[src/common/sbrg_defines.svh]
// register offsets, field positions, reset values and prescale limits of the rate generator
`ifndef SBRG_DEFINES_SVH
`define SBRG_DEFINES_SVH

// ----------------------------------------
// register byte addresses
// ----------------------------------------
`define SBRG_ADDR_W 12
`define SBRG_OFF_TX_CTRL 12'h000
`define SBRG_OFF_RX_CTRL 12'h004
`define SBRG_OFF_BAUD_CTRL 12'h008
`define SBRG_OFF_DIV_HIGH 12'h00c
`define SBRG_OFF_DIV_LOW 12'h010

// ----------------------------------------
// field positions
// ----------------------------------------
`define SBRG_TX_SYNC_BIT 4
`define SBRG_TX_HIGH_SPEED_BIT 2
`define SBRG_BAUD_RX_IDLE_BIT 6
`define SBRG_BAUD_WIDE_BIT 3
`define SBRG_BAUD_WRITE_MASK 8'hbb
`define SBRG_BYTE_MASK 32'h0000_00ff

// ----------------------------------------
// reset values
// ----------------------------------------
`define SBRG_RST_TX_CTRL 8'h00
`define SBRG_RST_RX_CTRL 8'h00
`define SBRG_RST_BAUD_CTRL 8'h00
`define SBRG_RST_DIV 8'h00

// ----------------------------------------
// prescale limits (divide factor minus one)
// ----------------------------------------
`define SBRG_PRE_W 6
`define SBRG_PRE_LIM_64 6'h3f
`define SBRG_PRE_LIM_16 6'h0f
`define SBRG_PRE_LIM_4 6'h03

`endif

[src/common/sbrg_pkg.sv]
// types shared by the serial rate generator
package sbrg_pkg;

  // bus access phase of the register slave
  typedef enum logic [0:0] {
    SBRG_IDLE = 1'b0,
    SBRG_ACCESS = 1'b1
  } sbrg_apb_state_t;

  // rate configuration carried as one bundle
  typedef struct packed {
    logic sync_mode;
    logic wide_divisor_select;
    logic high_speed_select;
    logic [15:0] divisor;
  } sbrg_cfg_t;

endpackage

[src/hw/sbrg_rate_gen.sv]
// serial baud rate generator with its control registers on an apb slave
//
// What this block does
// - one rate timer, counting 8 or 16 bits, serves async and sync modes
// - after reset the timer is 8-bit; wide divisor select makes it 16-bit
// - timer runs freely; period set by high byte above low byte divisor
// - async rate is clock over 64, 16 or 4 times n+1 per selects
// - sync mode ignores high speed select; rate is clock over 4(n+1)
// - any write to either divisor byte clears the timer immediately
// - baud control bit 2 is not stored and reads zero; other unused control bits read back as written
//
// Decided for this implementation: register access over APB and the register addresses.
`timescale 1ns/1ps
`default_nettype none
`include "sbrg_defines.svh"

module sbrg_rate_gen #(
  parameter int ADDR_W = `SBRG_ADDR_W
) (
  // clock and reset
  input wire logic clk_sys,
  input wire logic resetn,
  // apb slave
  input wire logic psel,
  input wire logic penable,
  input wire logic pwrite,
  input wire logic [ADDR_W-1:0] paddr,
  input wire logic [31:0] pwdata,
  output logic [31:0] prdata,
  output logic pready,
  output logic pslverr,
  // receiver status in
  input wire logic receive_idle_flag,
  // rate tick toward transmitter and receiver
  output logic rate_tick
);

  // ----------------------------------------
  // helper functions
  // ----------------------------------------

  // prescale limit for the selected formula
  function automatic logic [`SBRG_PRE_W-1:0] pre_limit(input sbrg_pkg::sbrg_cfg_t c);
    logic [`SBRG_PRE_W-1:0] lim;
    lim = `SBRG_PRE_LIM_4;
    if (c.sync_mode) begin
      lim = `SBRG_PRE_LIM_4;
    end else if (c.wide_divisor_select && c.high_speed_select) begin
      lim = `SBRG_PRE_LIM_4;
    end else if (c.wide_divisor_select || c.high_speed_select) begin
      lim = `SBRG_PRE_LIM_16;
    end else begin
      lim = `SBRG_PRE_LIM_64;
    end
    return lim;
  endfunction

  // address match on the byte offset
  function automatic logic addr_is(input logic [ADDR_W-1:0] a, input logic [ADDR_W-1:0] off);
    return a == off;
  endfunction

  // ----------------------------------------
  // registers and wires
  // ----------------------------------------
  sbrg_pkg::sbrg_apb_state_t state_reg;
  logic [7:0] tx_ctrl_reg;
  logic [7:0] rx_ctrl_reg;
  logic [7:0] baud_ctrl_reg;
  logic [7:0] div_high_reg;
  logic [7:0] div_low_reg;
  logic [`SBRG_PRE_W-1:0] pre_reg;
  logic [15:0] timer_reg;
  logic [31:0] prdata_reg;
  logic pready_reg;
  logic pslverr_reg;
  logic rate_tick_reg;
  sbrg_pkg::sbrg_cfg_t cfg;
  logic [`SBRG_PRE_W-1:0] pre_lim;
  logic pre_end;
  logic tick_due;
  logic xfer_done;
  logic wr_en;
  logic div_write;
  logic addr_ok;
  logic [7:0] rd_byte;
  logic [7:0] wr_byte;

  // ----------------------------------------
  // configuration decode
  // ----------------------------------------

  // bundle the rate settings; narrow mode sees only the low byte
  always_comb begin
    cfg.sync_mode = tx_ctrl_reg[`SBRG_TX_SYNC_BIT];
    cfg.high_speed_select = tx_ctrl_reg[`SBRG_TX_HIGH_SPEED_BIT];
    cfg.wide_divisor_select = baud_ctrl_reg[`SBRG_BAUD_WIDE_BIT];
    if (cfg.wide_divisor_select) begin
      cfg.divisor = {div_high_reg, div_low_reg};
    end else begin
      cfg.divisor = {8'h00, div_low_reg};
    end
  end

  // prescale and timer terminal counts
  assign pre_lim = pre_limit(cfg);
  assign pre_end = (pre_reg >= pre_lim);
  assign tick_due = pre_end && (timer_reg >= cfg.divisor);

  // ----------------------------------------
  // apb decode
  // ----------------------------------------

  // a transfer completes at the edge where pready is seen high
  assign xfer_done = psel && penable && pready_reg;
  assign wr_en = xfer_done && pwrite && !pslverr_reg;
  assign div_write = wr_en && (addr_is(paddr, `SBRG_OFF_DIV_HIGH) ||
                               addr_is(paddr, `SBRG_OFF_DIV_LOW));
  assign wr_byte = pwdata[7:0];

  // read mux; unmapped addresses flag an error
  always_comb begin
    rd_byte = 8'h00;
    addr_ok = 1'b1;
    case (paddr)
      `SBRG_OFF_TX_CTRL: rd_byte = tx_ctrl_reg;
      `SBRG_OFF_RX_CTRL: rd_byte = rx_ctrl_reg;
      `SBRG_OFF_BAUD_CTRL: begin
        rd_byte = baud_ctrl_reg & `SBRG_BAUD_WRITE_MASK;
        rd_byte[`SBRG_BAUD_RX_IDLE_BIT] = receive_idle_flag;
      end
      `SBRG_OFF_DIV_HIGH: rd_byte = div_high_reg;
      `SBRG_OFF_DIV_LOW: rd_byte = div_low_reg;
      default: addr_ok = 1'b0;
    endcase
  end

  // ----------------------------------------
  // apb slave phase machine
  // ----------------------------------------

  // one wait state: pready rises in the second access cycle
  always_ff @(posedge clk_sys) begin
    if (!resetn) begin
      state_reg <= sbrg_pkg::SBRG_IDLE;
      pready_reg <= 1'b0;
      pslverr_reg <= 1'b0;
      prdata_reg <= 32'h0000_0000;
    end else begin
      case (state_reg)
        sbrg_pkg::SBRG_IDLE: begin
          if (psel && penable) begin
            state_reg <= sbrg_pkg::SBRG_ACCESS;
            pready_reg <= 1'b1;
            pslverr_reg <= !addr_ok;
            prdata_reg <= (!pwrite && addr_ok) ? {24'h00_0000, rd_byte} : 32'h0000_0000;
          end
        end
        sbrg_pkg::SBRG_ACCESS: begin
          state_reg <= sbrg_pkg::SBRG_IDLE;
          pready_reg <= 1'b0;
          pslverr_reg <= 1'b0;
          prdata_reg <= 32'h0000_0000;
        end
        default: begin
          state_reg <= sbrg_pkg::SBRG_IDLE;
          pready_reg <= 1'b0;
          pslverr_reg <= 1'b0;
        end
      endcase
    end
  end

  // ----------------------------------------
  // control registers
  // ----------------------------------------

  // transmit and receive control storage
  always_ff @(posedge clk_sys) begin
    if (!resetn) begin
      tx_ctrl_reg <= `SBRG_RST_TX_CTRL;
      rx_ctrl_reg <= `SBRG_RST_RX_CTRL;
    end else if (wr_en) begin
      if (addr_is(paddr, `SBRG_OFF_TX_CTRL)) begin
        tx_ctrl_reg <= wr_byte;
      end
      if (addr_is(paddr, `SBRG_OFF_RX_CTRL)) begin
        rx_ctrl_reg <= wr_byte;
      end
    end
  end

  // baud control: wide select clear after reset, bit 2 and idle not stored
  always_ff @(posedge clk_sys) begin
    if (!resetn) begin
      baud_ctrl_reg <= `SBRG_RST_BAUD_CTRL;
    end else if (wr_en && addr_is(paddr, `SBRG_OFF_BAUD_CTRL)) begin
      baud_ctrl_reg <= wr_byte & `SBRG_BAUD_WRITE_MASK;
    end
  end

  // divisor pair
  always_ff @(posedge clk_sys) begin
    if (!resetn) begin
      div_high_reg <= `SBRG_RST_DIV;
      div_low_reg <= `SBRG_RST_DIV;
    end else if (wr_en) begin
      if (addr_is(paddr, `SBRG_OFF_DIV_HIGH)) begin
        div_high_reg <= wr_byte;
      end
      if (addr_is(paddr, `SBRG_OFF_DIV_LOW)) begin
        div_low_reg <= wr_byte;
      end
    end
  end

  // ----------------------------------------
  // rate timer
  // ----------------------------------------

  // prescaler divides the clock by 64, 16 or 4
  always_ff @(posedge clk_sys) begin
    if (!resetn || div_write) begin
      pre_reg <= '0;
    end else if (pre_end) begin
      pre_reg <= '0;
    end else begin
      pre_reg <= pre_reg + 1'b1;
    end
  end

  // free running count of prescaled periods, n+1 per tick
  always_ff @(posedge clk_sys) begin
    if (!resetn || div_write) begin
      timer_reg <= 16'h0000;
    end else if (tick_due) begin
      timer_reg <= 16'h0000;
    end else if (pre_end) begin
      timer_reg <= timer_reg + 16'h0001;
    end
  end

  // registered one-cycle tick
  always_ff @(posedge clk_sys) begin
    if (!resetn || div_write) begin
      rate_tick_reg <= 1'b0;
    end else begin
      rate_tick_reg <= tick_due;
    end
  end

  // ----------------------------------------
  // outputs
  // ----------------------------------------
  assign prdata = prdata_reg;
  assign pready = pready_reg;
  assign pslverr = pslverr_reg;
  assign rate_tick = rate_tick_reg;
endmodule
`default_nettype wire

[config.mk]
export PLATFORM = sky130hd
export DESIGN_NAME = sbrg_rate_gen
export DESIGN_NICKNAME = d
export VERILOG_FILES = /design/src/common/sbrg_pkg.sv /design/src/hw/sbrg_rate_gen.sv
export VERILOG_INCLUDE_DIRS = /design/src /design/src/common
export SDC_FILE = /design/constraint.sdc
export NUM_CORES = 1
export LEC_CHECK = 0
export BUFFER_PORTS_ARGS = -buffer_cell sky130_fd_sc_hd__clkbuf_2
export CORE_ASPECT_RATIO = 0.75
export CORE_MARGIN = 3
export CORE_UTILIZATION = 59
export DETAILED_ROUTE_END_ITERATION = 12
export PLACE_DENSITY = 0.87
export RECOVER_POWER = 100
export SLEW_MARGIN = 25
export SYNTH_ARGS = -nofsm -noshare
export SYNTH_HDL_FRONTEND = slang
export SYNTH_SLANG_ARGS = --single-unit
[constraint.sdc]
create_clock -name clk_sys -period 3.6 [get_ports clk_sys]
set_input_delay 0.54 -clock clk_sys [delete_from_list [all_inputs] [get_ports clk_sys]]
set_output_delay 0.54 -clock clk_sys [all_outputs]
set_load 0.05 [all_outputs]
[After elaboration in Yosys (flattened, before gate mapping)]
Index checks and enable logic that the tools add are counted.
Word-level totals
  flip-flop bits (word level): 96
  input bits: 50
  logic and storage cells: 61
  bits in writable memories: 0
  memories kept: 0
  output and inout bits: 35
  bits in latches: 0
  memory bits (read-only): 0
Operators by class
  shifts and indexed selects: 0
  div/mod/pow operators: 0
  $mul: 0
  $lt $le $gt $ge: 2
  multiplexer cells: 15
  add/subtract/negate cells: 2
  bitwise operators: 1
  equal/unequal tests: 5
  reduce and logical (&&, ||, !) cells: 24
Operator list (number)
  case mux 32 bit (2 select lines): 1
  case mux 8 bit (5 select lines): 1
  two-way mux 32 bit: 1
  equality test 12 x 4 -> 1 bit (second input constant): 2
  two-way mux 6 bit: 3
  adder 16 x 1 -> 16 bit (second input constant): 1
  greater-or-equal comparator 16 bit: 1
  two-way mux 16 bit: 1
  equality test 12 x 3 -> 1 bit (second input constant): 1
  equality test 12 x 5 -> 1 bit (second input constant): 1
  zero test 12 bit: 1
  logical AND 1 bit: 9
  two-way mux 8 bit: 1
  AND reduction 2 bit: 4
  adder 6 x 1 -> 6 bit (second input constant): 1
  greater-or-equal comparator 6 bit: 1
  case mux 1 bit (2 select lines): 3
  OR reduction 5 bit: 1
  zero test 1 bit: 4
  two-way mux 1 bit: 4
  OR reduction 2 bit: 2
  logical OR 1 bit: 3
  != test 2 bit (second input constant): 1
  inverter 1 bit: 1

[Depth between registers and ports, before layout]
  depth in word-level cells: 7
  gate-level depth with buffers: 10
  depth with buffers taken out: 7

[Worst setup path after synthesis]
Ideal clock, no wire load.
  path type: reg2reg
  start: register baud_ctrl_reg[3]
  end: register timer_reg[0]
  clock period less this slack: 2.318 ns
  stages on the path, launching flop included: 10
  setup time: 0.123 ns
  data arrival time: 2.195 ns
  path buffers: 2
  data required time: 3.477 ns
  slack: 1.282 ns
  path through: dfxtp_1 clkbuf_1 nand2_1 ha_1 nand2_1 nor4_1 o311ai_0 a31oi_2 buf_2 nor3_1
Between the ends
  cells in the longest elaborated chain, start to end: 7
  elaborated cells between the ends (all ways): 10
  classes of those cells: 2 x order compare; 4 x mux; 4 x reduce/logical
RTL lines
  start, declared: line sbrg_rate_gen.sv:69  | logic [7:0] baud_ctrl_reg;
  start signal, assigned: line sbrg_rate_gen.sv:196  | baud_ctrl_reg <= `SBRG_RST_BAUD_CTRL;
  start signal, assigned: line sbrg_rate_gen.sv:198  | baud_ctrl_reg <= wr_byte & `SBRG_BAUD_WRITE_MASK;
  logical OR 1 bit: line sbrg_rate_gen.sv:50  | end else if (c.wide_divisor_select || c.high_speed_select) begin
  two-way mux 6 bit: line sbrg_rate_gen.sv:50
  two-way mux 6 bit: line sbrg_rate_gen.sv:48  | end else if (c.wide_divisor_select && c.high_speed_select) begin
  two-way mux 6 bit: line sbrg_rate_gen.sv:46  | if (c.sync_mode) begin
  greater-or-equal comparator 6 bit: line sbrg_rate_gen.sv:107  | assign pre_end = (pre_reg >= pre_lim);
  logical AND 1 bit: line sbrg_rate_gen.sv:108  | assign tick_due = pre_end && (timer_reg >= cfg.divisor);
  OR reduction 2 bit (no source line)
  end signal, assigned: line sbrg_rate_gen.sv:239  | timer_reg <= timer_reg + 16'h0001;
  end, declared: line sbrg_rate_gen.sv:73  | logic [15:0] timer_reg;
Parallel ways exist; a longest one is shown, timed or not.
A chain may end at the register's enable or synchronous reset.

[Worst setup path after layout]
  start: register baud_ctrl_reg[3]
  end: register rate_tick_reg (netlist: rate_tick)
Between the ends
  cells in the longest elaborated chain, start to end: 6
  elaborated cells between the ends (all ways): 9
  classes of those cells: 2 x order compare; 4 x mux; 3 x reduce/logical
RTL lines
  logical OR 1 bit: line sbrg_rate_gen.sv:50
  two-way mux 6 bit: line sbrg_rate_gen.sv:50
  two-way mux 6 bit: line sbrg_rate_gen.sv:48
  two-way mux 6 bit: line sbrg_rate_gen.sv:46
  greater-or-equal comparator 6 bit: line sbrg_rate_gen.sv:107
  logical AND 1 bit (*): line sbrg_rate_gen.sv:108
  end signal, assigned: line sbrg_rate_gen.sv:248  | rate_tick_reg <= tick_due;
  end, declared: line sbrg_rate_gen.sv:77  | logic rate_tick_reg;
Every way passes the cells marked *; elsewhere a longest branch is shown, timed or not.

==> results.py <==
metrics = {
    "clocking": {
        "cts_hold_buf": 0,
        "cts_setup_buffers": 0,
        "cts_tree": "built",
        "path_clk_slew_ns": 0.09,
        "cts_buffers": 9,
        "htreeDepth": 3,
        "clk_latency_ns": 0.37,
        "cts_resized": 0,
        "clock_sinks": 72,
        "clockBufferDepth": 2,
        "root_buffer": "clkbuf_8",
    },
    "timing": {
        "finalSetupViolCount": 0,
        "finalSetupTns_ns": 0,
        "skew_ns": 0.00951,
        "fin_ws_ns": 0.683,
        "rsz0062_at_grt": "no",
        "finalHoldViolCount": 0,
        "slew_violations": 0,
        "max_slew_margin": 0.369,
        "fmax_mhz": 343,
        "fin_crit_sh": 0.810,
        "finalCriticalPeriod_ns": 2.92,
        "worst_pin_slew_ns": 0.944,
    },
    "floorplanning": {
        "die_area_mm2": 0.00768,
        "fp.coreArea_mm2": 0.00638,
        "pin_count": 85,
        "die_h_um": 76.6,
        "rows": 25,
        "initial_core_util": 0.615,
        "die_w_um": 100,
    },
    "placed_design": {
        "dp_cells": 517,
        "gp_congestion": 0.822,
        "portBuffers": 36,
        "post-place-ws_ns": 0.749,
        "dp_hpwl_um": 6550,
    },
    "power": {
        "power_frac_comb": 0.081,
        "pwr-share-clk": 0.420,
        "p_int_mw": 1.16,
        "power.leakage_nw": 1.78,
        "peakVddDrop_mv": 0.248,
        "swShare": 0.278,
        "seq_power_share": 0.500,
        "p_per_area_mw_per_mm2": 383,
        "switching_power_mw": 0.447,
    },
    "global_route": {
        "grt_overflow": 0,
        "grt_pass1_vias": 3124,
        "grt_max_degree": 31,
        "grt_usage": 0.245,
        "grt_antenna_before_repair": 0,
        "grt_pass1_wl_um": 14900,
    },
    "synth": {
        "synthMuxAreaShare": 0.140,
        "synth_cell_types": 47,
        "synthXorXnorAreaFrac": 0.0112,
        "ys.warnings.count": 0,
        "yosysSeqAreaShare": 0.367,
        "synth_compound_area_frac": 0.131,
        "synth_top_family_by_area": "simple AND/OR/NAND/NOR gates",
        "syn_area_mm2": 0.00393,
        "ys_ff_latch": 72,
        "yosys.area_share.simple": 0.200,
        "avgSynthCellArea_um2": 9.48,
        "synthAdderAreaFrac": 0.0701,
        "netlist_instances": 414,
    },
    "routing": {
        "wl_met3_um": 604,
        "top_layer": "met4",
        "met1_length_um": 3970,
        "drt_first_iter_violations": 198,
        "routedWlPerCell_um": 17.1,
        "via_count": 3235,
        "final_antenna_net_count": 0,
        "route.met2.wl_um": 4340,
        "vias_per_cell": 6.07,
        "drc": 0,
        "routed_wl_um": 9110,
        "dr.pass1.iters": 5,
    },
    "critical_path": {
        "critPathMaxFanout": 17,
        "end_kind": "register",
        "cp_top_family": "compound AO/OA/AOI/OAI gates",
        "critical-path-max-stage-delay_ns": 0.83,
        "path_buf_inv": 0,
        "crit_slowest_cell": "a31oi_2",
        "path_cells": "nand2_1 > ha_1 > nand2_1 > nor4_1 > o311ai_0 > a31oi_2 > and4b_1",
        "cp-start-kind": "register",
        "crit_type": "reg2reg",
        "cp.arrival_ns": 3.23,
        "cpMostUsedCell": "nand2_1",
        "worstPathRequired_ns": 3.91,
    },
    "outcome": {
        "outcome": "complete, no violations",
    },
    "layout": {
        "num_antenna_cells": 0,
        "n_fill_cell": 520,
        "fin_nets": 519,
        "finalNonFillerCells": 533,
        "area_growth_pct": 6.98,
        "drive_gt1_frac": 0.102,
        "largest_register_ffs": 16,
    },
    "worst_hold_path": {
        "min_path_type": "in2reg",
    },
    "job": {
        "maxCapViolCount": 0,
    },
}
cells in the mapped netlist (all sizes together):
cell | count | share of area
ha | 22 | 0.070
a211oi | 14 | 0.031
conb | 1 | 0.00096
a21o | 2 | 0.0038
and3 | 5 | 0.0080
or3 | 11 | 0.018
o22a | 7 | 0.016
and4 | 3 | 0.0067
nand2 | 23 | 0.022
o21ai | 20 | 0.025
dfxtp | 72 | 0.37
o22ai | 1 | 0.0016
inv | 12 | 0.011
a22oi | 7 | 0.013
xnor2 | 3 | 0.0067
or4 | 6 | 0.011
nand4 | 6 | 0.013
o21a | 1 | 0.0019
nor2b | 39 | 0.062
a32o | 1 | 0.0025
clkbuf | 6 | 0.0057
buf | 35 | 0.063
a21oi | 13 | 0.017
o31ai | 6 | 0.011
a31oi | 1 | 0.0032
a311oi | 1 | 0.0022
or3b | 1 | 0.0022
nor3b | 1 | 0.0032
nand3b | 1 | 0.0019
nand3 | 8 | 0.010
nor3 | 6 | 0.0089
nor2 | 12 | 0.011
nand4b | 2 | 0.0061
nor4 | 3 | 0.0080
o311ai | 1 | 0.0022
xor2 | 2 | 0.0045
and4b | 1 | 0.0025
and2 | 1 | 0.0016
mux2i | 55 | 0.14
nand2b | 2 | 0.0032
power by group through the flow:
stage / clock [mW] / combinational, mW / sequential (mW)
3_5_place_dp: 0 / 0.128 / 0.823
6_report: 0.676 / 0.130 / 0.804
3_3_place_gp: 0 / 0.125 / 0.822
4_1_cts: 0.687 / 0.130 / 0.804
2_1_floorplan: 0 / 0.112 / 0.827
5_1_grt: 0.721 / 0.137 / 0.805
cell families after synthesis:
kind of cell,count (synthesis)
AND/OR/NAND/NOR,131
XOR/XNOR,5
AO/OA/AOI/OAI,75
adder cells (fa/ha/maj),22
flip-flops,72
multiplexers,55
buffers and inverters,53
other,1
layout make-up:
cell class | instances | area, um^2 | share of cell area
Multi-Input combinational cell | 312 | 2220 | 0.528
Sequential cell | 72 | 1440 | 0.343
Timing Repair Buffer | 40 | 186 | 0.0444
Clock buffer | 9 | 124 | 0.0295
Tap cell | 81 | 101 | 0.0241
Clock inverter | 7 | 85.1 | 0.0203
Inverter | 12 | 45.0 | 0.0107
worst paths after layout:
kind              slack [ns]         startpoint  cells past startpoint          to
hold reg to reg         0.44         pre_reg[0]                      1  pre_reg[0]
hold / removal          0.40  receive_idle_flag                      3   prdata[6]
setup / recovery        0.68   baud_ctrl_reg[3]                      7   rate_tick
setup reg to reg        0.68   baud_ctrl_reg[3]                      7   rate_tick
per-stage QoR:
step	area (um^2)	power, mW	util	hold WS (ns)
after floorplan	4010	0.939	-	0.413
after global placement	4060	0.948	0.635	0.423
after detailed placement	4060	0.951	0.635	0.438
after CTS	4260	1.62	0.668	0.394
after global routing	4200	1.66	0.658	0.400
final	4200	1.61	0.658	0.399
placed cells by master (no fill, tap or decap), types with 5 or more instances in the layout:
| cell type | instances |
|---|---|
| a211oi_1 | 13 |
| a21oi_1 | 13 |
| a22oi_1 | 7 |
| and3_1 | 5 |
| clkbuf_1 | 15 |
| clkbuf_2 | 23 |
| clkbuf_8 | 9 |
| conb_1 | 24 |
| dfxtp_1 | 72 |
| ha_1 | 22 |
| inv_1 | 12 |
| mux2i_1 | 55 |
| nand2_1 | 23 |
| nand3_1 | 8 |
| nand4_1 | 6 |
| nor2_1 | 12 |
| nor2b_1 | 39 |
| nor3_1 | 5 |
| o21ai_0 | 20 |
| o22a_1 | 7 |
| o31ai_1 | 6 |
| or3_1 | 11 |
| or4_1 | 6 |
worst min-delay path, stage by stage:
cell and delay (ns):
clkbuf_2 0.08, a22oi_1 0.05, o21ai_0 0.07
metal layers:
metal  track usage  vias to the layer above
li1              -                     1522
met4        0.0902                        0
met2         0.380                      123
met1         0.319                     1568
met3        0.0796                       22
met5             0                        -
Note: power is estimated with default switching activity, not from simulation.
